## config.mk

```make
export PLATFORM = sky130hd
export DESIGN_NAME = cell_monitor_cfg_balance_regs
export DESIGN_NICKNAME = d
export VERILOG_FILES = /design/src/cell_monitor_cfg_pkg.sv /design/src/cell_monitor_cfg_balance_regs.sv
export SDC_FILE = /design/constraint.sdc
export NUM_CORES = 1
export LEC_CHECK = 0
export BUFFER_PORTS_ARGS = -buffer_cell sky130_fd_sc_hd__buf_2
export CORE_ASPECT_RATIO = 0.6
export CORE_MARGIN = 4
export CORE_UTILIZATION = 30
export DETAILED_ROUTE_END_ITERATION = 10
export PLACE_DENSITY = 0.51
export SYNTH_ARGS = -nofsm -noshare
export SYNTH_HDL_FRONTEND = slang
export SYNTH_SLANG_ARGS = --single-unit
export TNS_END_PERCENT = 1
```

## constraint.sdc

```tcl
create_clock -name clock_i -period 5.35 [get_ports clock_i]
set_input_delay 0.535 -clock clock_i [delete_from_list [all_inputs] [get_ports clock_i]]
set_output_delay 0.535 -clock clock_i [all_outputs]
set_load 0.005 [all_outputs]
```

## src/cell_monitor_cfg_pkg.sv

```systemverilog
package cell_monitor_cfg_pkg;

  // ****************************************************************
  // Register bus geometry.
  // ****************************************************************
  localparam int ADDR_W = 7;
  localparam int DATA_W = 18;

  // ****************************************************************
  // Register addresses.
  // ****************************************************************
  localparam logic [6:0] ADDR_GENERAL_DEVICE_CONFIG = 7'h01;
  localparam logic [6:0] ADDR_FASTCHARGE_BALANCE_UV = 7'h02;
  localparam logic [6:0] ADDR_BALANCE_CONTROL_1 = 7'h03;
  localparam logic [6:0] ADDR_BALANCE_CONTROL_2 = 7'h04;
  localparam logic [6:0] ADDR_BALANCE_CONTROL_3 = 7'h05;

  // ****************************************************************
  // General device configuration fields.
  // ****************************************************************
  localparam int NODE_ADDRESS_POS = 13;
  localparam int NODE_ADDRESS_W = 5;
  localparam int UPPER_ISO_EN_POS = 12;
  localparam int ISO_AMPLITUDE_POS = 10;
  localparam int ISO_FREQ_POS = 8;
  localparam int PULSE_PERIOD_POS = 4;
  localparam int UPPER_FAULT_RX_POS = 3;
  localparam int HEARTBEAT_EN_POS = 2;
  localparam int TOPMOST_POS = 1;
  localparam int LOWER_FAULT_FORCE_POS = 0;
  localparam logic [2:0] PULSE_PERIOD_RESET = 3'h4;

  // ****************************************************************
  // Fast charge and balance undervoltage fields.
  // ****************************************************************
  localparam int SILENCE_DURATION_POS = 16;
  localparam int FASTCHARGE_TEMP_POS = 8;
  localparam int BALANCE_UV_DELTA_POS = 0;

  // ****************************************************************
  // Balance control fields.
  // ****************************************************************
  localparam int TIMEOUT_DISABLE_POS = 17;
  localparam int LOW_POWER_BAL_POS = 16;
  localparam int BAL_START_POS = 15;
  localparam int BAL_STOP_POS = 14;
  localparam int ELAPSED_TIMER_POS = 7;
  localparam int CELL_THR_W = 7;
  localparam int BAL_MODE_POS = 16;
  localparam int TIMER_RESOLUTION_POS = 15;
  localparam int HIGH_CELL_THR_POS = 8;
  localparam int LOW_CELL_THR_POS = 0;
  localparam int POWERUP_DONE_POS = 17;
  localparam int TRIM_RETRIGGER_POS = 16;
  localparam int WRITE_LOCK_POS = 15;

  // ****************************************************************
  // Timing constants.
  // ****************************************************************
  localparam logic [6:0] ELAPSED_TIMER_MAX = 7'h7F;
  localparam logic [3:0] SLOW_TICK_DIV = 4'h8;
  localparam int HEARTBEAT_UNIT_US = 10;
  localparam int CLOCK_MHZ = 200;
  localparam logic [15:0] HEARTBEAT_UNIT_CYCLES = 16'(HEARTBEAT_UNIT_US * CLOCK_MHZ);

endpackage

```

## src/cell_monitor_cfg_balance_regs.sv

```systemverilog
`timescale 1ns/1ps
module cell_monitor_cfg_balance_regs
  import cell_monitor_cfg_pkg::*;
(
  // Clock, resets and enable.
  input wire logic clock_i,
  input wire logic nrst_i,
  input wire logic standby_nrst_i,
  input wire logic ce_i,
  // Register access port.
  input wire logic [ADDR_W-1:0] addr_i,
  input wire logic wr_en_i,
  input wire logic [DATA_W-1:0] wdata_i,
  input wire logic rd_en_i,
  output logic [DATA_W-1:0] rdata_o,
  output logic rvalid_o,
  // Device status inputs.
  input wire logic powerup_ok_i,
  input wire logic low_power_i,
  input wire logic balance_tick_i,
  input wire logic fault_request_i,
  // Configuration outputs.
  output logic [NODE_ADDRESS_W-1:0] node_address_o,
  output logic addressed_o,
  output logic upper_isolated_port_en_o,
  output logic [1:0] iso_amplitude_o,
  output logic [1:0] iso_freq_o,
  output logic upper_fault_receiver_enable_o,
  output logic topmost_o,
  output logic lower_fault_line_o,
  output logic heartbeat_o,
  output logic [1:0] link_silence_duration_o,
  output logic timeout_supervision_o,
  output logic [7:0] fastcharge_temp_o,
  output logic [7:0] balance_undervoltage_delta_o,
  output logic balancing_o,
  output logic [1:0] balance_mode_o,
  output logic [CELL_THR_W-1:0] top_cell_balance_duration_o,
  output logic [CELL_THR_W-1:0] next_cell_balance_duration_o,
  output logic [CELL_THR_W-1:0] cell12_balance_duration_o,
  output logic [CELL_THR_W-1:0] cell11_balance_duration_o,
  output logic trim_reload_o
);

  // ****************************************************************
  // State of the block.
  // ****************************************************************
  typedef struct packed {
    logic [4:0] node_address;
    logic upper_iso_en;
    logic [1:0] iso_amplitude;
    logic [1:0] iso_freq;
    logic [2:0] pulse_period;
    logic upper_fault_rx;
    logic heartbeat_en;
    logic topmost;
    logic lower_fault_force;
    logic [1:0] silence_duration;
    logic [7:0] fastcharge_temp;
    logic [7:0] uv_delta;
    logic timeout_dis;
    logic low_power_bal;
    logic bal_start;
    logic bal_stop;
    logic balancing;
    logic [6:0] elapsed;
    logic [3:0] slow_div;
    logic [1:0] bal_mode;
    logic timer_res;
    logic [6:0] top_thr;
    logic [6:0] next_thr;
    logic [6:0] cell12_thr;
    logic [6:0] cell11_thr;
    logic powerup_done;
    logic trim_retrigger;
    logic write_lock;
    logic trim_pulse;
    logic [15:0] hb_count;
    logic heartbeat;
    logic lower_fault;
    logic [17:0] rdata;
    logic rvalid;
    logic addressed;
    logic supervision;
  } state_t;

  localparam state_t STATE_RESET = '{pulse_period: PULSE_PERIOD_RESET, supervision: 1'b1,
                                     default: '0};

  state_t state_reg;
  state_t state_next;
  logic [15:0] hb_period;
  logic [17:0] rd_word;
  logic bal_allowed;

  // ****************************************************************
  // Read-back multiplexer.
  // ****************************************************************
  // Unlisted bits stay zero so reserved positions read as zero.
  always_comb
  begin
    rd_word = '0;
    unique case (addr_i)
      ADDR_GENERAL_DEVICE_CONFIG:
      begin
        rd_word[NODE_ADDRESS_POS +: NODE_ADDRESS_W] = state_reg.node_address;
        rd_word[UPPER_ISO_EN_POS] = state_reg.upper_iso_en;
        rd_word[ISO_AMPLITUDE_POS +: 2] = state_reg.iso_amplitude;
        rd_word[ISO_FREQ_POS +: 2] = state_reg.iso_freq;
        rd_word[PULSE_PERIOD_POS +: 3] = state_reg.pulse_period;
        rd_word[UPPER_FAULT_RX_POS] = state_reg.upper_fault_rx;
        rd_word[HEARTBEAT_EN_POS] = state_reg.heartbeat_en;
        rd_word[TOPMOST_POS] = state_reg.topmost;
        rd_word[LOWER_FAULT_FORCE_POS] = state_reg.lower_fault_force;
      end
      ADDR_FASTCHARGE_BALANCE_UV:
      begin
        rd_word[SILENCE_DURATION_POS +: 2] = state_reg.silence_duration;
        rd_word[FASTCHARGE_TEMP_POS +: 8] = state_reg.fastcharge_temp;
        rd_word[BALANCE_UV_DELTA_POS +: 8] = state_reg.uv_delta;
      end
      ADDR_BALANCE_CONTROL_1:
      begin
        rd_word[TIMEOUT_DISABLE_POS] = state_reg.timeout_dis;
        rd_word[LOW_POWER_BAL_POS] = state_reg.low_power_bal;
        rd_word[BAL_START_POS] = state_reg.bal_start;
        rd_word[BAL_STOP_POS] = state_reg.bal_stop;
        rd_word[ELAPSED_TIMER_POS +: CELL_THR_W] = state_reg.elapsed;
      end
      ADDR_BALANCE_CONTROL_2:
      begin
        rd_word[BAL_MODE_POS +: 2] = state_reg.bal_mode;
        rd_word[TIMER_RESOLUTION_POS] = state_reg.timer_res;
        rd_word[HIGH_CELL_THR_POS +: CELL_THR_W] = state_reg.top_thr;
        rd_word[LOW_CELL_THR_POS +: CELL_THR_W] = state_reg.next_thr;
      end
      ADDR_BALANCE_CONTROL_3:
      begin
        rd_word[POWERUP_DONE_POS] = state_reg.powerup_done;
        rd_word[TRIM_RETRIGGER_POS] = state_reg.trim_retrigger;
        rd_word[WRITE_LOCK_POS] = state_reg.write_lock;
        rd_word[HIGH_CELL_THR_POS +: CELL_THR_W] = state_reg.cell12_thr;
        rd_word[LOW_CELL_THR_POS +: CELL_THR_W] = state_reg.cell11_thr;
      end
      default: rd_word = '0;
    endcase
  end

  // Heartbeat period grows linearly with the select code.
  assign hb_period = 16'(HEARTBEAT_UNIT_CYCLES * ({13'h0, state_reg.pulse_period} + 16'h1));
  // Low power freezes the elapsed timer unless explicitly allowed.
  assign bal_allowed = !low_power_i || state_reg.low_power_bal;

  // ****************************************************************
  // Next-state logic.
  // ****************************************************************
  always_comb
  begin
    state_next = state_reg;
    state_next.trim_pulse = 1'b0;
    state_next.heartbeat = 1'b0;
    state_next.rvalid = rd_en_i;
    if (rd_en_i)
    begin
      state_next.rdata = rd_word;
    end
    state_next.powerup_done = powerup_ok_i;

    // Register writes; read-only and reserved bits are never written.
    if (wr_en_i)
    begin
      unique case (addr_i)
        ADDR_GENERAL_DEVICE_CONFIG:
        begin
          state_next.node_address = wdata_i[NODE_ADDRESS_POS +: NODE_ADDRESS_W];
          if (!state_reg.write_lock)
          begin
            state_next.upper_iso_en = wdata_i[UPPER_ISO_EN_POS];
            state_next.iso_freq = wdata_i[ISO_FREQ_POS +: 2];
          end
          state_next.iso_amplitude = wdata_i[ISO_AMPLITUDE_POS +: 2];
          state_next.pulse_period = wdata_i[PULSE_PERIOD_POS +: 3];
          state_next.upper_fault_rx = wdata_i[UPPER_FAULT_RX_POS];
          state_next.heartbeat_en = wdata_i[HEARTBEAT_EN_POS];
          state_next.topmost = wdata_i[TOPMOST_POS];
          state_next.lower_fault_force = wdata_i[LOWER_FAULT_FORCE_POS];
        end
        ADDR_FASTCHARGE_BALANCE_UV:
        begin
          state_next.silence_duration = wdata_i[SILENCE_DURATION_POS +: 2];
          state_next.fastcharge_temp = wdata_i[FASTCHARGE_TEMP_POS +: 8];
          state_next.uv_delta = wdata_i[BALANCE_UV_DELTA_POS +: 8];
        end
        ADDR_BALANCE_CONTROL_1:
        begin
          state_next.timeout_dis = wdata_i[TIMEOUT_DISABLE_POS];
          state_next.low_power_bal = wdata_i[LOW_POWER_BAL_POS];
          state_next.bal_start = wdata_i[BAL_START_POS];
          state_next.bal_stop = wdata_i[BAL_STOP_POS];
          // Only the two mixed patterns act; 00 and 11 are ignored.
          if (wdata_i[BAL_START_POS] && !wdata_i[BAL_STOP_POS])
          begin
            state_next.balancing = 1'b1;
            state_next.elapsed = '0;
            state_next.slow_div = '0;
          end
          else if (!wdata_i[BAL_START_POS] && wdata_i[BAL_STOP_POS])
          begin
            state_next.balancing = 1'b0;
          end
        end
        ADDR_BALANCE_CONTROL_2:
        begin
          state_next.bal_mode = wdata_i[BAL_MODE_POS +: 2];
          state_next.timer_res = wdata_i[TIMER_RESOLUTION_POS];
          state_next.top_thr = wdata_i[HIGH_CELL_THR_POS +: CELL_THR_W];
          state_next.next_thr = wdata_i[LOW_CELL_THR_POS +: CELL_THR_W];
        end
        ADDR_BALANCE_CONTROL_3:
        begin
          // Trim reload fires on the rising edge of the sticky bit.
          if (wdata_i[TRIM_RETRIGGER_POS] && !state_reg.trim_retrigger)
          begin
            state_next.trim_pulse = 1'b1;
          end
          // Once set, the bit stays set until main reset.
          state_next.trim_retrigger = state_reg.trim_retrigger | wdata_i[TRIM_RETRIGGER_POS];
          state_next.write_lock = wdata_i[WRITE_LOCK_POS];
          state_next.cell12_thr = wdata_i[HIGH_CELL_THR_POS +: CELL_THR_W];
          state_next.cell11_thr = wdata_i[LOW_CELL_THR_POS +: CELL_THR_W];
        end
        default:
        begin
          state_next.rvalid = rd_en_i;
        end
      endcase
    end

    // Elapsed timer advances on base ticks, or one in eight when slow.
    // Counting from the next value keeps a start that meets a tick from reviving the old count.
    if (state_reg.balancing && bal_allowed && balance_tick_i
        && state_next.elapsed != ELAPSED_TIMER_MAX)
    begin
      if (!state_reg.timer_res || state_next.slow_div == SLOW_TICK_DIV - 4'h1)
      begin
        state_next.elapsed = state_next.elapsed + 7'h1;
        state_next.slow_div = '0;
      end
      else
      begin
        state_next.slow_div = state_next.slow_div + 4'h1;
      end
    end

    // Heartbeat generator runs only while enabled.
    if (!state_reg.heartbeat_en)
    begin
      state_next.hb_count = '0;
    end
    else if (state_reg.hb_count >= hb_period - 16'h1)
    begin
      state_next.hb_count = '0;
      state_next.heartbeat = 1'b1;
    end
    else
    begin
      state_next.hb_count = state_reg.hb_count + 16'h1;
    end

    // Forcing overrides the normal fault request.
    state_next.lower_fault = state_next.lower_fault_force | fault_request_i;

    // Derived outputs are registered as well, so no output carries gate delay.
    state_next.addressed = |state_next.node_address;
    state_next.supervision = !state_next.timeout_dis;

    // Standby reset returns every standby-class field to its reset value, keeps main-class ones.
    if (!standby_nrst_i)
    begin
      state_next = '{pulse_period: PULSE_PERIOD_RESET,
                     iso_freq: state_reg.iso_freq,
                     heartbeat_en: state_reg.heartbeat_en,
                     lower_fault_force: state_reg.lower_fault_force,
                     lower_fault: state_reg.lower_fault_force | fault_request_i,
                     trim_retrigger: state_reg.trim_retrigger,
                     hb_count: state_reg.hb_count,
                     supervision: 1'b1,
                     default: '0};
    end
  end

  // ****************************************************************
  // State register.
  // ****************************************************************
  // Main reset loads STATE_RESET into everything, including main-class fields.
  always_ff @(posedge clock_i)
  begin
    if (!nrst_i)
    begin
      state_reg <= STATE_RESET;
    end
    else if (ce_i)
    begin
      state_reg <= state_next;
    end
  end

  // ****************************************************************
  // Outputs, each straight from the state register.
  // ****************************************************************
  assign rdata_o = state_reg.rdata;
  assign rvalid_o = state_reg.rvalid;
  assign node_address_o = state_reg.node_address;
  assign addressed_o = state_reg.addressed;
  assign upper_isolated_port_en_o = state_reg.upper_iso_en;
  assign iso_amplitude_o = state_reg.iso_amplitude;
  assign iso_freq_o = state_reg.iso_freq;
  assign upper_fault_receiver_enable_o = state_reg.upper_fault_rx;
  assign topmost_o = state_reg.topmost;
  assign lower_fault_line_o = state_reg.lower_fault;
  assign heartbeat_o = state_reg.heartbeat;
  assign link_silence_duration_o = state_reg.silence_duration;
  assign timeout_supervision_o = state_reg.supervision;
  assign fastcharge_temp_o = state_reg.fastcharge_temp;
  assign balance_undervoltage_delta_o = state_reg.uv_delta;
  assign balancing_o = state_reg.balancing;
  assign balance_mode_o = state_reg.bal_mode;
  assign top_cell_balance_duration_o = state_reg.top_thr;
  assign next_cell_balance_duration_o = state_reg.next_thr;
  assign cell12_balance_duration_o = state_reg.cell12_thr;
  assign cell11_balance_duration_o = state_reg.cell11_thr;
  assign trim_reload_o = state_reg.trim_pulse;

endmodule // cell_monitor_cfg_balance_regs

```

# ---- After elaboration in Yosys (flattened, before gate mapping)
# Cells that the tools add are included.
dict set report word_totals {
  output_inout_bits 85
  regBits 125
  wordCells 116
}
dict set report op_classes {
  eq_ne 16
  bitwise_logic 4
  add_sub_neg 5
  multipliers 1
  n_lt_le_gt_ge 1
  n_reduce_logical 27
  n_mux 26
}
# operator count
set ops {}
lappend ops {{2-to-1 mux 125 bit} 1}
lappend ops {{2-to-1 mux 82 bit} 1}
lappend ops {{one-hot mux 10 bit (5 select lines)} 1}
lappend ops {{2-to-1 mux 16 bit} 3}
lappend ops {{2-to-1 mux 18 bit} 2}
lappend ops {{2-to-1 mux 17 bit} 2}
lappend ops {{one-hot mux 7 bit (4 select lines)} 1}
lappend ops {{2-to-1 mux 11 bit} 2}
lappend ops {{adder 16 x 1 -> 16 bit, second input constant} 1}
lappend ops {{>= comparator 16 bit} 1}
lappend ops {{AND reduction 4 bit} 4}
lappend ops {{subtractor 15 x 1 -> 16 bit, second input constant} 1}
lappend ops {{AND reduction 3 bit} 5}
lappend ops {{equality test 7 x 2 -> 1 bit, second input constant} 2}
lappend ops {{equality test 7 x 3 -> 1 bit, second input constant} 2}
lappend ops {{2-to-1 mux 14 bit} 1}
lappend ops {{inequality test 2 x 1 -> 1 bit, second input constant} 7}
lappend ops {{multiplier 7 x 4 -> 11 bit, first input constant} 1}
lappend ops {{adder 7 x 1 -> 7 bit, second input constant} 1}
lappend ops {{equality test 7 x 1 -> 1 bit, second input constant} 1}
lappend ops {{2-to-1 mux 7 bit} 1}
lappend ops {{inequality test 7 bit, second input constant} 1}
lappend ops {{logical AND 1 bit} 6}
lappend ops {{logical NOT 1 bit} 6}
lappend ops {{other kinds (16)} 26}

# ---- Longest topological paths before layout
dict set report depth {
  depth_word 11
  mapped_depth 19
  ltp_nobuf 18
}

# ---- Worst setup path before layout
# No wires, ideal clock.
dict set report synth_path {
  path_kind {register to register}
  startpoint {reg state_reg[112] in the netlist's numbering}
  endpoint {reg state_reg[35] in the netlist's numbering}
  path_stages_with_launch 18
  synth_period_minus_slack_ps 5178
  setup_time_ps 74
  path_buffers 1
  arrival_time_ps 5103
  path_slack_ps 172
  path_cell_list {dfxtp_1 -> ha_1 -> xor2_1 -> fa_1 -> fa_1 -> inv_1 -> ha_1 -> a21o_1 -> a21oi_1 -> or4b_2 -> nand3_1 -> xnor2_1 -> ha_1 -> a2111o_1 -> a211oi_1 -> clkbuf_1 -> nand3_1 -> a31oi_1}
}
dict set report synth_between {
  elab_chain_len 6
}
# element line
set synth_lines {}
lappend synth_lines {{from (decl)} cell_monitor_cfg_balance_regs.sv:90} ;# state_t state_reg;
lappend synth_lines {{from (signal assigned)} cell_monitor_cfg_balance_regs.sv:304} ;# state_reg <= state_next;
lappend synth_lines {{adder 3 x 1 -> 4 bit} cell_monitor_cfg_balance_regs.sv:150} ;# assign hb_period = 16'(HEARTBEAT_UNIT_CYCLES * ({13'h0, state_reg.pulse_period} + 16'h1));
lappend synth_lines {{multiplier 7 x 4 -> 11 bit} cell_monitor_cfg_balance_regs.sv:150}
lappend synth_lines {{subtractor 15 x 1 -> 16 bit} cell_monitor_cfg_balance_regs.sv:260} ;# else if (state_reg.hb_count >= hb_period - 16'h1)
lappend synth_lines {{>= comparator 16 bit} cell_monitor_cfg_balance_regs.sv:260}
lappend synth_lines {{2-to-1 mux 16 bit} cell_monitor_cfg_balance_regs.sv:260}
lappend synth_lines {{2-to-1 mux 16 bit} cell_monitor_cfg_balance_regs.sv:256} ;# if (!state_reg.heartbeat_en)
# No other way between the ends.
# A chain may end at the register's enable or synchronous reset.

# ---- Worst setup path after layout
dict set report layout_path {
  startpoint {reg state_reg[113] in the netlist's numbering}
  endpoint {reg state_reg[29] in the netlist's numbering}
}
# Same word-level chain as after synthesis.

==> impl_metrics.yaml <==
floorplanning:
  rows: 44
  initial_core_util: 0.308
  io_pins: 120
  dieHeight_um: 131
  core_area_um2: 24400
  die-area_um2: 27800
  dieWidth_um: 213
global_route:
  grt_max_degree: 59
  grt_overflow_total: 0
  antenna_found_initial: 3
  grt_pass1_vias: 5853
  grt_pass1_wl_um: 37200
  grt_usage: 0.177
route:
  antenna_left: 0
  wl_per_cell_um: 20.3
  drt_first_pass_iters: 5
  drc: 0
  vias: 6460
  vias_per_cell: 5.27
  drt_iter0_markers: 655
  routed_wl_um: 24900
worst_setup_path:
  r2r-start: "state_reg[113]$_SDFFE_PN0P_"
  worstSetupPathType: "reg -> reg"
  cp.required_ns: 5.67
  arrival_ns: 5.31
  cp-startpoint: "state_reg[113]$_SDFFE_PN0P_"
  path_max_fanout: 8
  cp-end-kind: "flop"
  r2r_cells: 17
  crit_path_start_kind: "flop"
timing:
  worst_pin_slew_ns: 1.24
  relSlewSlack: 0.166
  finalSetupViolations: 0
  fin_skew_ns: 0.0120
  drv_slew: 0
  max_freq_mhz: 200
  fin_crit_sh: 0.933
  setup_ws_ns: 0.360
  fin_crit_ns: 4.99
  hold_violations: 0
layout:
  fin_cells: 1226
  final_cell_mix: "dfxtp_1 (124), buf_2 (119), nand2_1 (75)"
  drive_gt1_frac: 0.213
  final_cell_area_um2: 8460
  largest_reg_flops: 40
  multi_input_area_um2: 4210
  syn2layout_area_growth_pct: 12.3
  regArea_um2: 2500
  n_fill_cell: 2620
  final_common_cell: "dfxtp_1"
  nets: 962
synth:
  ys_warn_count: 0
  synth_ff_type: "dfxtp_1"
  seq_area_frac_synth: 0.332
  syn-num-nets: 931
  synth.distinct_cells: 67
  yosys_register_bits: 125
  async_flop_share: 0
  synth_area_um2: 7530
  syn_area_per_cell_um2: 8.76
  syn_inst: 860
  synth_edf_count: 0
cts:
  cts-root-buf: "clkbuf_16"
  cts_hold_buf: 0
  clk_pin_slew_worst_paths_ns: 0.06
  cts.path.max_buffers: 2
  htree_levels: 4
  cts_buffers: 17
  insertion_delay_ns: 0.42
  cts_tree: "built"
  clkSinkCount: 125
placed_design:
  place.gp.congestion: 0.903
  dp.cells: 1193
  io_buffers: 119
  place_area_um2: 7890
  preCtsSetupSlack_ns: 0.0148
  place_hpwl_um: 18400
run:
  drv_cap: 0
power:
  p_leak_nw: 3.54
  ir_drop_uv: 213
  powerDensity_nw_per_um2: 260
  total_power_w: 0.00220
min_path:
  holdPathStages: 3
  hold_class: "in -> reg"
  hold_start: "wdata_i[6]"
outcome:
  run_status: "completed"
-- worst max-delay path, stage by stage, from the launching register on --
cell and delay (ns):
dfxtp_2 0.38, inv_1 0.10, ha_2 0.41, inv_1 0.07, fa_2 0.48, fa_1 0.56, inv_1 0.04, ha_1 0.33
a21o_1 0.13, a21oi_1 0.09, or4b_2 0.61, nand3_1 0.11, xnor2_1 0.15, ha_1 0.29, a2111o_1 0.41, a211oi_2 0.21
nand2_2 0.17, o311ai_0 0.33
-- metal layers --
metal | routed length [um] | vias to the layer above | GRT usage
met3 | 2020 | 33 | 0.0508
met4 | 341 | 4 | 0.0367
li1 | - | 3083 | -
met1 | 13300 | 3094 | 0.283
met5 | 26 | - | 0
met2 | 9240 | 246 | 0.227
-- synth_stat cells (5+ instances only) --
master     count  area [um^2]
dfxtp_1      125         2500
buf_4         76          571
nand2_1       76          285
nor2b_1       67          419
mux2i_1       54          541
nand3_1       40          200
clkbuf_1      35          131
o21ai_0       31          155
ha_1          29          363
and3_1        27          169
a22oi_1       25          188
a21boi_0      24          180
inv_1         22         82.6
a21oi_1       18         90.1
a22o_1        18          158
nor2_1        17         63.8
o211ai_1      14          105
and2_1        12         75.1
nand4_1       11         68.8
a31oi_1       10         62.6
nor3_1         8         40.0
xnor2_1        8         70.1
xor2_1         8         70.1
fa_1           7          140
buf_2          6         30.0
nor4_1         6         37.5
o2111ai_1      6         52.6
nand2b_1       5         31.3
nor3_2         5         50.1
o21a_1         5         37.5
-- final cells by class --
cell class / count / area share
multi-input cells: 590 / 0.498
flip-flops and latches: 125 / 0.296
repair buffers: 133 / 0.0828
clock buffers: 21 / 0.0544
well taps: 322 / 0.0476
clock inverters: 10 / 0.0106
inverters: 24 / 0.0106
diodes: 1 / 0.000296
-- per-stage QoR --
step                setup TNS (ns)   util  hold WS, ns
detailed placement               0  0.323        0.455
finish                           0  0.346        0.364
global placement                 0  0.323        0.452
global route               -0.0102  0.346        0.387
CTS                              0  0.345        0.349
floorplan                        0      -        0.427
-- power breakdown --
part	internal, W	total, W	switching, W
logic	0.0000504	0.000152	0.000102
registers	0.000939	0.000947	0.00000747
clock network	0.000659	0.00110	0.000442
total	0.00165	0.00220	0.000551
-- final timing paths --
path	slack [ns]	to
setup / recovery	0.36	state_reg[29]$_SDFFE_PN0P_
hold / removal	0.36	state_reg[114]$_SDFFE_PN1P_
setup reg to reg	0.36	state_reg[29]$_SDFFE_PN0P_
hold reg to reg	0.46	rdata_o[3]$_SDFFE_PN0P_
-- cell families after synthesis --
logic type | synth area share
buf+inv | 0.114
compound gates | 0.178
mux | 0.0748
xor+xnor | 0.0186
flops | 0.332
fa+ha+maj | 0.0668
simple gates | 0.215
-- repair_timing --
action | CTS | global route
gates resized for setup | 1 | 5
gates cloned | 0 | 0
buffers inserted | 0 | 1
setup endpoints to repair | 1 | 13
Note: power is estimated with default switching activity, not from simulation.
